===== src/design/fbp_pkg.sv =====
// How it works
// - 512 blocks, each persistent and volatile bit
// - block index is byte address over 256 KB
// - persistent bits survive every kind of reset
// - program one bit to 0, erase all to 1
// - erase preprograms all bits to 0 internally first
// - program ~page time, erase ~sector time
// - busy and phase visible in status register
// - no array reads while persistent bit programs
// - dedicated read returns one block's persistent bit
// - persistent bit read costs initial access time
// - erase is global, takes no block address
// - delivered parts hold every persistent bit at 1
// - volatile bit write: 0 protects, 1 unprotects
// - volatile bit matters only if persistent is 1
// - gate 0 freezes persistent bits, 1 allows
// - gated program or erase fails, changes nothing
// - persistent mode: gate 1 at reset, sticky 0
// - password mode: gate 0, only unlock sets
// - unprotected only when both bits are 1
// - volatile bits return to 1 on resets
// - software reset leaves the gate untouched
`default_nettype none
package fbp_pkg;
   localparam int          NUM_BLOCKS     = 512;      // 256 KB blocks in 1 Gbit
   localparam int          BLK_W          = 9;        // block index width
   localparam int          ADDR_W         = 27;       // byte address width
   localparam int          BLK_LSB        = 18;       // 256 KB = 2**18 bytes
   localparam int          CNT_W          = 24;       // operation timer width
   // timing
   localparam int          CLK_PERIOD_NS  = 4;
   localparam int          PROG_TIME_NS   = 200000;   // page program, typical
   localparam int          ERASE_TIME_NS  = 40000000; // sector erase, typical
   localparam int          READ_TIME_NS   = 40;       // initial access time
   localparam int          PROG_CYCLES_D  = PROG_TIME_NS / CLK_PERIOD_NS;
   localparam int          ERASE_CYCLES_D = ERASE_TIME_NS / CLK_PERIOD_NS;
   localparam int          READ_CYCLES    = (READ_TIME_NS + CLK_PERIOD_NS - 1) / CLK_PERIOD_NS;
   // register offsets
   localparam logic [7:0]  REG_CMD        = 8'h00;
   localparam logic [7:0]  REG_ADDR       = 8'h04;
   localparam logic [7:0]  REG_STATUS     = 8'h08;
   localparam logic [7:0]  REG_CTRL       = 8'h0c;
   localparam logic [0:0]  CTRL_RESET     = 1'h0;     // link commands off
   // command field layout (cmd register and link frame top bits)
   localparam int          CMD_OP_LSB     = 0;
   localparam int          CMD_BIT_POS    = 3;
   localparam int          FRAME_BITS     = 32;
   localparam int          FR_OP_LSB      = 29;
   localparam int          FR_BIT_POS     = 28;
   // command codes
   localparam logic [2:0]  OP_READ_PPB    = 3'h1;
   localparam logic [2:0]  OP_PROG_PPB    = 3'h2;
   localparam logic [2:0]  OP_ERASE_PPB   = 3'h3;
   localparam logic [2:0]  OP_WRITE_VPB   = 3'h4;
   localparam logic [2:0]  OP_CLEAR_GATE  = 3'h5;
   localparam logic [2:0]  OP_UNLOCK      = 3'h6;
   localparam logic [2:0]  OP_SOFT_RESET  = 3'h7;
   // status bit positions
   localparam int          ST_BUSY        = 0;
   localparam int          ST_GATE        = 1;
   localparam int          ST_FAIL        = 2;
   localparam int          ST_PPB_VAL     = 3;
   localparam int          ST_RD_VALID    = 4;
   localparam int          ST_PWD_MODE    = 5;
   localparam int          ST_PROG        = 6;
   localparam int          ST_ERASE       = 7;
   localparam int          ST_ADDR_ERR    = 8;
   typedef enum logic [2:0] {
      FBP_IDLE, FBP_READ, FBP_PROG, FBP_PREP, FBP_ERASE
   } fbp_state_t;
endpackage
`default_nettype wire


===== src/design/fbp_protect.sv =====
`default_nettype none
module fbp_protect
   import fbp_pkg::*;
#(
   parameter int PROG_CYCLES  = PROG_CYCLES_D,
   parameter int ERASE_CYCLES = ERASE_CYCLES_D
) (
   input  wire logic              pclk,
   input  wire logic              presetn,
   input  wire logic              ce,
   input  wire logic              psel,
   input  wire logic              penable,
   input  wire logic              pwrite,
   input  wire logic [7:0]        paddr,
   input  wire logic [31:0]       pwdata,
   output logic      [31:0]       prdata,
   output logic                   pready,
   output logic                   pslverr,
   input  wire logic              link_sclk,
   input  wire logic              link_cs_n,
   input  wire logic              link_sdi,
   input  wire logic              hw_reset_n,
   input  wire logic              password_mode,
   input  wire logic              password_match,
   input  wire logic              factory_init,
   input  wire logic [ADDR_W-1:0] arr_addr,
   output logic                   arr_write_ok,
   output logic                   arr_read_ok
);

   ////////////////////////////////////////////////////////////////////////////
   // pin synchronisers: sclk, cs_n, sdi, hw_reset_n

   logic [3:0]           sync1;          // first stage, read only by sync2
   logic [3:0]           sync2;          // second stage
   logic [3:0]           sync3;          // third stage

   // three flops; a change counts once sync2 and sync3 agree
   always_ff @(posedge pclk or negedge presetn) begin
      if (!presetn) begin
         sync1 <= 4'hf;
         sync2 <= 4'hf;
         sync3 <= 4'hf;
      end else if (ce) begin
         sync1 <= {hw_reset_n, link_sdi, link_cs_n, link_sclk};
         sync2 <= sync1;
         sync3 <= sync2;
      end
   end

   logic [3:0]           pins;           // settled pin levels

   // a level is taken over only once the second and third stages agree,
   // so a glitch caught by one stage alone never makes an edge
   always_ff @(posedge pclk or negedge presetn) begin
      if (!presetn) begin
         pins <= 4'hf;
      end else if (ce) begin
         pins <= (sync2 & sync3) | (pins & (sync2 | sync3));
      end
   end

   logic                 sclk_rise;      // agreed rising edge of link clock
   logic                 cs_rise;        // end of frame
   logic                 cs_fall;        // start of frame
   logic                 hwr_active;     // hardware reset pin held low
   assign sclk_rise  = sync2[0] && sync3[0] && !pins[0];
   assign cs_rise    = sync2[1] && sync3[1] && !pins[1];
   assign cs_fall    = !sync2[1] && !sync3[1] && pins[1];
   assign hwr_active = !sync2[3] && !sync3[3];

   ////////////////////////////////////////////////////////////////////////////
   // link frame receiver

   logic [FRAME_BITS-1:0] frame;         // shift register, msb first
   logic [5:0]            frame_cnt;     // bits taken in this frame
   logic                  link_en;       // ctrl register, link commands on

   // bits are sampled at sclk rising edges while cs_n is low
   always_ff @(posedge pclk or negedge presetn) begin
      if (!presetn) begin
         frame     <= '0;
         frame_cnt <= 6'h00;
      end else if (ce) begin
         if (cs_fall) begin
            frame_cnt <= 6'h00;
         end else if (sclk_rise && !pins[1] && frame_cnt != 6'h20) begin
            frame     <= {frame[FRAME_BITS-2:0], pins[2]};
            frame_cnt <= frame_cnt + 6'h01;
         end
      end
   end

   // a short frame is dropped; a long frame stops counting at 32 bits and launches its first 32
   logic                  link_go;
   assign link_go = cs_rise && frame_cnt == 6'h20 && link_en;

   ////////////////////////////////////////////////////////////////////////////
   // apb slave

   logic                  apb_done;      // access phase completes this edge
   logic [ADDR_W-1:0]     addr_reg;      // command address register
   logic                  apb_go;        // command written over apb
   assign apb_done = psel && penable && pready;
   assign apb_go   = apb_done && pwrite && paddr == REG_CMD;

   // pready rises in the access phase, so every transfer takes no wait state
   always_ff @(posedge pclk or negedge presetn) begin
      if (!presetn) begin
         pready <= 1'b0;
      end else if (ce) begin
         pready <= psel && !penable;
      end
   end

   // writable registers
   always_ff @(posedge pclk or negedge presetn) begin
      if (!presetn) begin
         addr_reg <= '0;
         link_en  <= CTRL_RESET;
      end else if (ce && apb_done && pwrite) begin
         if (paddr == REG_ADDR) begin
            addr_reg <= pwdata[ADDR_W-1:0];
         end
         if (paddr == REG_CTRL) begin
            link_en <= pwdata[0];
         end
      end
   end

   ////////////////////////////////////////////////////////////////////////////
   // command selection: apb wins when both arrive together

   logic                  cmd_go;
   logic [2:0]            cmd_op;
   logic [ADDR_W-1:0]     cmd_addr;
   logic                  cmd_bit;
   logic [BLK_W-1:0]      cmd_blk;
   always_comb begin
      cmd_go   = apb_go || link_go;
      cmd_op   = apb_go ? pwdata[CMD_OP_LSB +: 3] : frame[FR_OP_LSB +: 3];
      cmd_bit  = apb_go ? pwdata[CMD_BIT_POS] : frame[FR_BIT_POS];
      cmd_addr = apb_go ? addr_reg : frame[ADDR_W-1:0];
   end
   assign cmd_blk = cmd_addr[ADDR_W-1:BLK_LSB];

   ////////////////////////////////////////////////////////////////////////////
   // protection storage

   // persistent_protect_bit and volatile_protect_bit, one each per block
   logic [NUM_BLOCKS-1:0] persistent_protect_bit;
   logic [NUM_BLOCKS-1:0] vpb;           // volatile_protect_bit per block
   logic                  gate;          // persistent_change_gate
   logic                  gate_load;     // power-up value still to be loaded
   fbp_state_t            state;
   logic [CNT_W-1:0]      cnt;           // operation timer
   logic [BLK_W-1:0]      op_blk;        // block held by the running op
   logic                  idle;
   assign idle = state == FBP_IDLE;

   // decoded one-shot actions: commands taken only when idle, then op completions
   logic                  do_vpb;
   logic                  do_soft;
   logic                  do_clear;
   logic                  do_unlock;
   logic                  prog_done;
   logic                  prep_done;
   logic                  erase_done;
   always_comb begin
      do_vpb     = cmd_go && idle && cmd_op == OP_WRITE_VPB;
      do_soft    = cmd_go && idle && cmd_op == OP_SOFT_RESET;
      do_clear   = cmd_go && idle && cmd_op == OP_CLEAR_GATE;
      do_unlock  = cmd_go && idle && cmd_op == OP_UNLOCK && password_mode && password_match;
      prog_done  = state == FBP_PROG && cnt == 24'h000001;
      prep_done  = state == FBP_PREP && cnt == 24'h000001;
      erase_done = state == FBP_ERASE && cnt == 24'h000001;
   end

   // non-volatile bits: no reset of any kind reaches them
   always_ff @(posedge pclk) begin
      if (ce) begin
         if (factory_init) begin
            persistent_protect_bit <= '1;
         end else if (prog_done) begin
            persistent_protect_bit[op_blk] <= 1'b0;
         end else if (prep_done) begin
            persistent_protect_bit <= '0;
         end else if (erase_done) begin
            persistent_protect_bit <= '1;
         end
      end
   end

   // volatile bits come back unprotected on every reset
   always_ff @(posedge pclk or negedge presetn) begin
      if (!presetn) begin
         vpb <= '1;
      end else if (ce) begin
         if (hwr_active || do_soft) begin
            vpb <= '1;
         end else if (do_vpb) begin
            vpb[cmd_blk] <= cmd_bit;
         end
      end
   end

   // gate: the mode strap is read one clock after reset release, since the
   // async branch may only load a constant
   always_ff @(posedge pclk or negedge presetn) begin
      if (!presetn) begin
         gate      <= 1'b0;
         gate_load <= 1'b1;
      end else if (ce) begin
         gate_load <= 1'b0;
         if (gate_load || hwr_active) begin
            gate <= !password_mode;
         end else if (do_clear) begin
            gate <= 1'b0;
         end else if (do_unlock) begin
            gate <= 1'b1;
         end
         // software reset and all other commands leave the gate alone
      end
   end

   ////////////////////////////////////////////////////////////////////////////
   // operation sequencer

   logic                  fail;          // last command failed or was refused
   logic                  addr_err;      // read not aimed at block byte zero
   logic                  ppb_val;       // result of the last read
   logic                  rd_valid;      // ppb_val holds a fresh result

   // one command at a time; a command arriving while busy is refused
   always_ff @(posedge pclk or negedge presetn) begin
      if (!presetn) begin
         state    <= FBP_IDLE;
         cnt      <= '0;
         op_blk   <= '0;
         fail     <= 1'b0;
         addr_err <= 1'b0;
         ppb_val  <= 1'b1;
         rd_valid <= 1'b0;
      end else if (ce) begin
         if (hwr_active) begin
            // a hardware reset aborts the volatile sequencing; the stored
            // bits keep whatever state they had reached
            state <= FBP_IDLE;
            cnt   <= '0;
         end else unique case (state)
            FBP_IDLE: begin
               if (cmd_go) begin
                  fail     <= 1'b0;
                  addr_err <= 1'b0;
                  op_blk   <= cmd_blk;
                  unique case (cmd_op)
                     OP_READ_PPB: begin
                        rd_valid <= 1'b0;
                        if (cmd_addr[BLK_LSB-1:0] != '0) begin
                           addr_err <= 1'b1;
                           fail     <= 1'b1;
                        end else begin
                           state <= FBP_READ;
                           cnt   <= CNT_W'(READ_CYCLES);
                        end
                     end
                     OP_PROG_PPB: begin
                        if (!gate) begin
                           fail <= 1'b1;
                        end else begin
                           state <= FBP_PROG;
                           cnt   <= CNT_W'(PROG_CYCLES);
                        end
                     end
                     OP_ERASE_PPB: begin
                        // the address is ignored: erase is always global
                        if (!gate) begin
                           fail <= 1'b1;
                        end else begin
                           state <= FBP_PREP;
                           cnt   <= CNT_W'(PROG_CYCLES);
                        end
                     end
                     OP_UNLOCK: begin
                        fail <= !(password_mode && password_match);
                     end
                     default: begin
                        // volatile write, gate clear, soft reset, code 0
                     end
                  endcase
               end
            end
            FBP_READ: begin
               if (cnt == 24'h000001) begin
                  ppb_val  <= persistent_protect_bit[op_blk];
                  rd_valid <= 1'b1;
                  state    <= FBP_IDLE;
               end
               cnt <= cnt - 24'h000001;
            end
            FBP_PROG: begin
               if (cnt == 24'h000001) begin
                  state <= FBP_IDLE;
               end
               cnt <= cnt - 24'h000001;
            end
            FBP_PREP: begin
               // preprogram every bit to 0 before the erase pulse
               if (cnt == 24'h000001) begin
                  state <= FBP_ERASE;
                  cnt   <= CNT_W'(ERASE_CYCLES);
               end else begin
                  cnt <= cnt - 24'h000001;
               end
            end
            FBP_ERASE: begin
               if (cnt == 24'h000001) begin
                  state <= FBP_IDLE;
               end
               cnt <= cnt - 24'h000001;
            end
         endcase
         if (!idle && cmd_go) begin
            fail <= 1'b1;
         end
      end
   end

   ////////////////////////////////////////////////////////////////////////////
   // array-side permission outputs

   logic [BLK_W-1:0]      arr_blk;
   assign arr_blk = arr_addr[ADDR_W-1:BLK_LSB];

   // both bits must be 1 for the block to be writable; a busy sequencer
   // also holds off array writes
   always_ff @(posedge pclk or negedge presetn) begin
      if (!presetn) begin
         arr_write_ok <= 1'b0;
         arr_read_ok  <= 1'b0;
      end else if (ce) begin
         arr_write_ok <= persistent_protect_bit[arr_blk] && vpb[arr_blk] && idle;
         arr_read_ok  <= state != FBP_PROG && !(state == FBP_IDLE && cmd_go
                         && cmd_op == OP_PROG_PPB && gate);
      end
   end

   ////////////////////////////////////////////////////////////////////////////
   // apb read data

   logic [31:0]           status;
   always_comb begin
      status              = '0;
      status[ST_BUSY]     = !idle;
      status[ST_GATE]     = gate;
      status[ST_FAIL]     = fail;
      status[ST_PPB_VAL]  = ppb_val;
      status[ST_RD_VALID] = rd_valid;
      status[ST_PWD_MODE] = password_mode;
      status[ST_PROG]     = state == FBP_PROG;
      status[ST_ERASE]    = state == FBP_PREP || state == FBP_ERASE;
      status[ST_ADDR_ERR] = addr_err;
   end

   // read data is loaded in the setup cycle so it stands through access
   always_ff @(posedge pclk or negedge presetn) begin
      if (!presetn) begin
         prdata  <= '0;
         pslverr <= 1'b0;
      end else if (ce) begin
         if (psel && !penable) begin
            prdata  <= '0;
            pslverr <= 1'b0;
            unique case (paddr)
               REG_ADDR:   prdata <= {{(32-ADDR_W){1'b0}}, addr_reg};
               REG_STATUS: prdata <= status;
               REG_CTRL:   prdata <= {31'h00000000, link_en};
               REG_CMD:    prdata <= '0;
               default:    pslverr <= 1'b1;
            endcase
         end
      end
   end
endmodule
`default_nettype wire


===== config.mk =====
export PLATFORM = sky130hd
export DESIGN_NAME = fbp_protect
export DESIGN_NICKNAME = d
export VERILOG_FILES = /design/src/design/fbp_pkg.sv /design/src/design/fbp_protect.sv
export SDC_FILE = /design/constraint.sdc
export NUM_CORES = 2
export LEC_CHECK = 0
export BUFFER_PORTS_ARGS = -buffer_cell sky130_fd_sc_hd__buf_2
export CAP_MARGIN = 20
export CORE_ASPECT_RATIO = 2
export CORE_UTILIZATION = 55
export CTS_CLUSTER_SIZE = 10
export DETAILED_ROUTE_END_ITERATION = 7
export PLACE_DENSITY = 0.71
export SETUP_SLACK_MARGIN = 0.2
export SLEW_MARGIN = 10
export SYNTH_ARGS = -nofsm -noshare
export SYNTH_HDL_FRONTEND = slang
export SYNTH_SLANG_ARGS = --single-unit

===== constraint.sdc =====
create_clock -name pclk -period 61.8 [get_ports pclk]
set_clock_uncertainty 0.1 [all_clocks]
set_input_delay 12.36 -clock pclk [delete_from_list [all_inputs] [get_ports pclk]]
set_output_delay 12.36 -clock pclk [all_outputs]
set_load 0.05 [all_outputs]

## Yosys cells after proc, flatten, opt, wreduce, memory -nomap -nowiden

Cells that the tools add are included.

- Memories kept: 0
- Input port bits: 80
- Bits in read-only memories: 0
- Register bits: 1184
- RAM bits: 0
- Latch bits: 0

- Order comparisons: 5
- Mux-type cells: 54
- Shift operators: 0
- Divide/modulo/power cells: 0
- Bitwise operators: 8
- Equality and inequality tests: 31
- $mul: 0
- $add $sub $neg: 2
- Reductions and logical operators: 79

Operators by type and width:

| cell | count |
|---|---|
| 512-bit two-way mux | 5 |
| 512-bit AND | 1 |
| 512-bit bitwise mux | 1 |
| 512-bit NOT | 1 |
| 24-bit two-way mux | 5 |
| 27-bit case mux with 3 select lines | 1 |
| 24-bit case mux with 3 select lines | 1 |
| 24-bit case mux with 2 select lines | 1 |
| 1-bit logical AND | 37 |
| 9-bit by 10-bit < comparator with 1-bit output, second input constant | 3 |
| 1-bit binary-select mux with 9-bit select | 3 |
| 27-bit two-way mux | 1 |
| 24-bit by 1-bit == test with 1-bit output, second input constant | 1 |
| 3-bit two-way mux | 8 |
| 24-bit by 1-bit subtractor with 24-bit output, second input constant | 1 |
| 1-bit two-way mux | 20 |
| 1-bit demux with 9-bit select | 2 |
| 9-bit by 1-bit greater-or-equal comparator with 1-bit output, second input constant | 2 |
| 3-bit case mux with 3 select lines | 2 |
| 18-bit nonzero test | 1 |
| 8-bit by 4-bit == test with 1-bit output, second input constant | 2 |
| 4-bit != test, second input constant | 4 |
| 3-bit == test, second input constant | 5 |
| 2-bit AND reduction | 7 |
| 34 further kinds | 64 |

## Depth between registers and ports, before layout

- Depth in word-level cells: 12
- Depth in mapped cells: 13
- Mapped depth without buffers: 10

## Worst setup path before layout

No wires, ideal clock.

- Path type: input -> register
- Start: in ce
- End: reg persistent_protect_bit[0] (enable)
- Setup time: 1.399 ns
- Slack: 26.528 ns
- Arrival: 33.774 ns
- Stages on the path: 2
- Cells stage by stage: clkinv_1 nor2_1

- Longest elaborated chain between the ends: 1

RTL lines:

| what | line | RTL |
|---|---|---|
| from (decl) | fbp_protect.sv:10 | `input wire logic ce,` |
| 2-bit AND reduction (no line) | - |  |
| to (signal assigned) | fbp_protect.sv:183 | `persistent_protect_bit <= '1;` |
| to (signal, indexed assignment) | fbp_protect.sv:185 | `persistent_protect_bit[op_blk] <= 1'b0;` |
| to (signal assigned) | fbp_protect.sv:187 | `persistent_protect_bit <= '0;` |
| to (decl) | fbp_protect.sv:151 | `logic [NUM_BLOCKS-1:0] persistent_protect_bit;` |

Every way passes these cells.
A chain may end at the register's enable or synchronous reset.

## Final worst setup path

- Start: in arr_addr[19]
- End: reg arr_write_ok

- Longest elaborated chain between the ends: 4
- Elaborated cells between the ends (all ways): 6

RTL lines:

| what | line | RTL |
|---|---|---|
| from (decl) | fbp_protect.sv:26 | `input wire logic [ADDR_W-1:0] arr_addr,` |
| 1-bit binary-select mux with 9-bit select | fbp_protect.sv:342 | `arr_write_ok <= persistent_protect_bit[arr_blk] && vpb[arr_blk] && idle;` |
| 1-bit two-way mux (implied by the code) | fbp_protect.sv:342 |  |
| 1-bit logical AND (*) (2 in series) | fbp_protect.sv:342 |  |
| to (signal assigned) | fbp_protect.sv:342 |  |
| to (decl) | fbp_protect.sv:27 | `output logic arr_write_ok,` |

Mark *: on every way between the ends. The rest lies on a longest branch, timed or not. The select of a mux whose other input is x is not followed.

==> flow_summary.yaml <==
synthesis:
  synth_ff_type: "dfstp_2"
  synth.avg_cell_area_sq_um: 10.3
  netlist_area_sq_um: 63100
  synth-edff-count: 512
  ys_seq_area_share_pct: 51.8
  ys_types: 76
  synth_seq_cells: 1178
  synth-async-reset-ratio_pct: 56.5
  postSynthCellCount: 6131
  ys_warn_count: 0
cells_and_area:
  n_fill_cell: 9322
  drive_above_1_share_pct: 22.9
  top_regs: "persistent_protect_bit (512), vpb (512), frame (32)"
  final_cell_mix: "1,674 x o21ai_0, 1,073 x a21oi_1, 529 x dfstp_2"
  finalNetCount: 5950
  layout_commonest_cell: "o21ai_0"
  syn_to_final_growth_pct: 8.03
die:
  die_area_sq_um: 116000
  core.rowCount: 175
  coreArea_sq_um: 114000
  start_util_pct: 55.5
  io_pins: 116
  die_h_um: 481
  die_x_um: 242
worst_setup_path:
  crit_required_ps: 62360
  worst_setup_path_end_kind: "register"
  setup.worst_path.class: "in -> reg"
  crit_chain: "buf_8 > buf_4 > buf_12 > inv_1 > nand2_1 > nand2_1 > a22oi_1 > a21oi_1 > a211oi_1 > nor4_1 > a2111o_1"
  crit_slowest_cell: "a211oi_1"
  critPathMaxFanout: 112
  cp.depth: 11
  start_kind: "primary input"
  cp_slowest_stage_delay_ps: 810
  critPathTopFamily: "buffers and inverters"
  worst-r2r-cell-count: 9
  critical_path_arrival_ps: 17740
  crit_path_frequent_cell: "nand2_1"
  path_buf_inv: 4
pwr:
  p_per_area_nw_per_um2: 29.7
  vdd_ir_drop_max_uv: 23.6
  p_leak_nw: 21.6
  combPwrFrac_pct: 16.8
  swShare_pct: 30.0
  clkPwrFrac_pct: 36.2
  p_int_mw: 1.42
  netSwitchingPower_uw: 608
  seq_power_share_pct: 47.0
timing:
  min_period_over_period_pct: 27.8
  relSlewSlack_pct: 4.64
  tightestPinTransition_ps: 1430
  hold_slack_ps: 379
  slew_viol_final: 0
  rsz0062_at_grt: "false"
  hold_viol_final: 0
  finalSetupViolations: 0
  setup_tns_ps: 0
  max_freq_mhz: 58.2
  fin_crit_ps: 17170
clock_tree:
  post_cts_resized: 0
  postCtsSetupBuffers: 0
  path_clk_slew_ps: 60
  hold_buffers: 0
  cts_tree: "yes"
  insertion_delay_ps: 780
  clock-sinks: 1178
  root_buffer: "clkbuf_16"
  htreeDepth: 4
  numCtsBuffers: 135
  clk_path_buf_depth: 3
drt:
  wl_mm: 244
  ant_nets: 0
  vias: 56300
  drtIter0Drc: 9239
  drc: 0
  avgRoutedWirePerCell_um: 32.7
  viasPerCell: 7.54
  dr.pass1.iters: 8
hold_path:
  hold_depth: 2
  hold_path.class: "reg -> reg"
flow_run:
  cap_violations: 0
global_route:
  grt_overflow: 0
  grt.total_usage_pct: 41.7
  grt_max_degree: 282
  grt_antenna_before_repair: 22
  grt_pass1_wl_mm: 359
  grt_pass1_vias: 54200
placement:
  port-buffer-count: 87
  place.gp.congestion: 1.01
  dp_hpwl_mm: 141
outcome:
  status: "finished, final reports clean"
[cell type report]
type | instances | area, sq um | area share (%)
repair buffers | 244 | 1800 | 2.64
clock inverters | 3 | 26.3 | 0.0385
inverters | 22 | 82.6 | 0.121
well taps | 1504 | 1880 | 2.76
flip-flops and latches | 1178 | 32700 | 48.0
clock buffers | 198 | 3700 | 5.42
multi-input cells | 4285 | 28000 | 41.0
diodes | 23 | 57.6 | 0.0844
[layer usage]
metal	track usage, %	routed length [um]	share of wire, %
met4	38.7	26700	11
met5	0	81	0.033
met3	13.0	32300	13
met1	47.4	76400	31
met2	62.5	109000	45
[metrics by stage]
step | power, mW | std cells | utilization (%) | setup slack [ps] | area, sq um
2_1_floorplan | 1.18 | 6135 | - | 26530 | 63200
3_3_place_gp | 1.27 | 7213 | 56.4 | 44330 | 64200
3_5_place_dp | 1.28 | 7223 | 56.5 | 44270 | 64300
4_1_cts | 2.00 | 7424 | 59.8 | 45020 | 68000
5_1_grt | 2.08 | 7438 | 59.9 | 44550 | 68200
6_report | 2.03 | 7457 | 59.9 | 44630 | 68200
[final timing paths]
kind	start	end	slack, ps
max in group asynchronous	presetn	op_blk[1]$_DFFE_PN0P_	46570
min in group asynchronous	presetn	vpb[360]$_DFFE_PN1P_	11970
max reg2reg	cnt[16]$_DFFE_PN0P_	persistent_protect_bit[20]$_SDFFCE_PP1P_	55660
min reg2reg	prdata[4]$_DFFE_PN0P_	prdata[4]$_DFFE_PN0P_	380
min	prdata[4]$_DFFE_PN0P_	prdata[4]$_DFFE_PN0P_	380
max	arr_addr[19]	arr_write_ok$_DFFE_PN0P_	44630
[cell usage after synthesis (10+ instances only)]
library cell	count	area share [%]
or2_2	10	0.099
nor2_4	10	0.18
buf_1	32	0.19
inv_1	21	0.12
a22o_1	27	0.37
o21ai_0	1674	13
nand2b_1	36	0.36
nor2b_1	31	0.31
dfrtp_1	137	5.4
nor4_1	19	0.19
nand2_1	289	1.7
mux4_2	255	9.1
nor3_1	29	0.23
edfxtp_1	512	24
mux2_2	103	1.8
nand3b_1	11	0.13
and3_1	11	0.11
buf_4	13	0.15
buf_2	130	1.0
mux2i_1	83	1.3
a211oi_1	11	0.13
nand4_1	22	0.22
nor2_1	110	0.65
nand3_1	146	1.2
a31oi_1	16	0.16
dfstp_2	529	22
a21oi_1	1074	8.5
o22ai_1	43	0.43
o31ai_1	15	0.18
a22oi_1	68	0.81
clkbuf_1	473	2.8
o211ai_1	58	0.69
[power groups by stage]
stage / logic [mW] / clock network, mW / registers (mW)
floorplan: 0.216 / 0 / 0.960
global placement: 0.309 / 0 / 0.958
detailed placement: 0.320 / 0 / 0.961
CTS: 0.321 / 0.731 / 0.949
global route: 0.364 / 0.760 / 0.957
finish: 0.341 / 0.733 / 0.952
[logic make-up (layout without fill, tap and decap cells)]
group,Yosys count,in the layout,share of synthesized area [%]
buf+inv,672,467,4.34
other cells,1,28,0.00594
compound gates,3063,3063,25.6
xor+xnor,4,4,0.0555
simple gates,768,768,5.88
fa+ha+maj,4,4,0.0793
mux,441,441,12.2
flops,1178,1178,51.8
[tightest hold or removal path: cells and delay by family (launching register included)]
kind | cells | cell delay (ps)
DFF | 1 | 340
and+or+nand+nor | 1 | 50
AOI/OAI and AO/OA | 1 | 50
(Power assumes the default switching activity.)
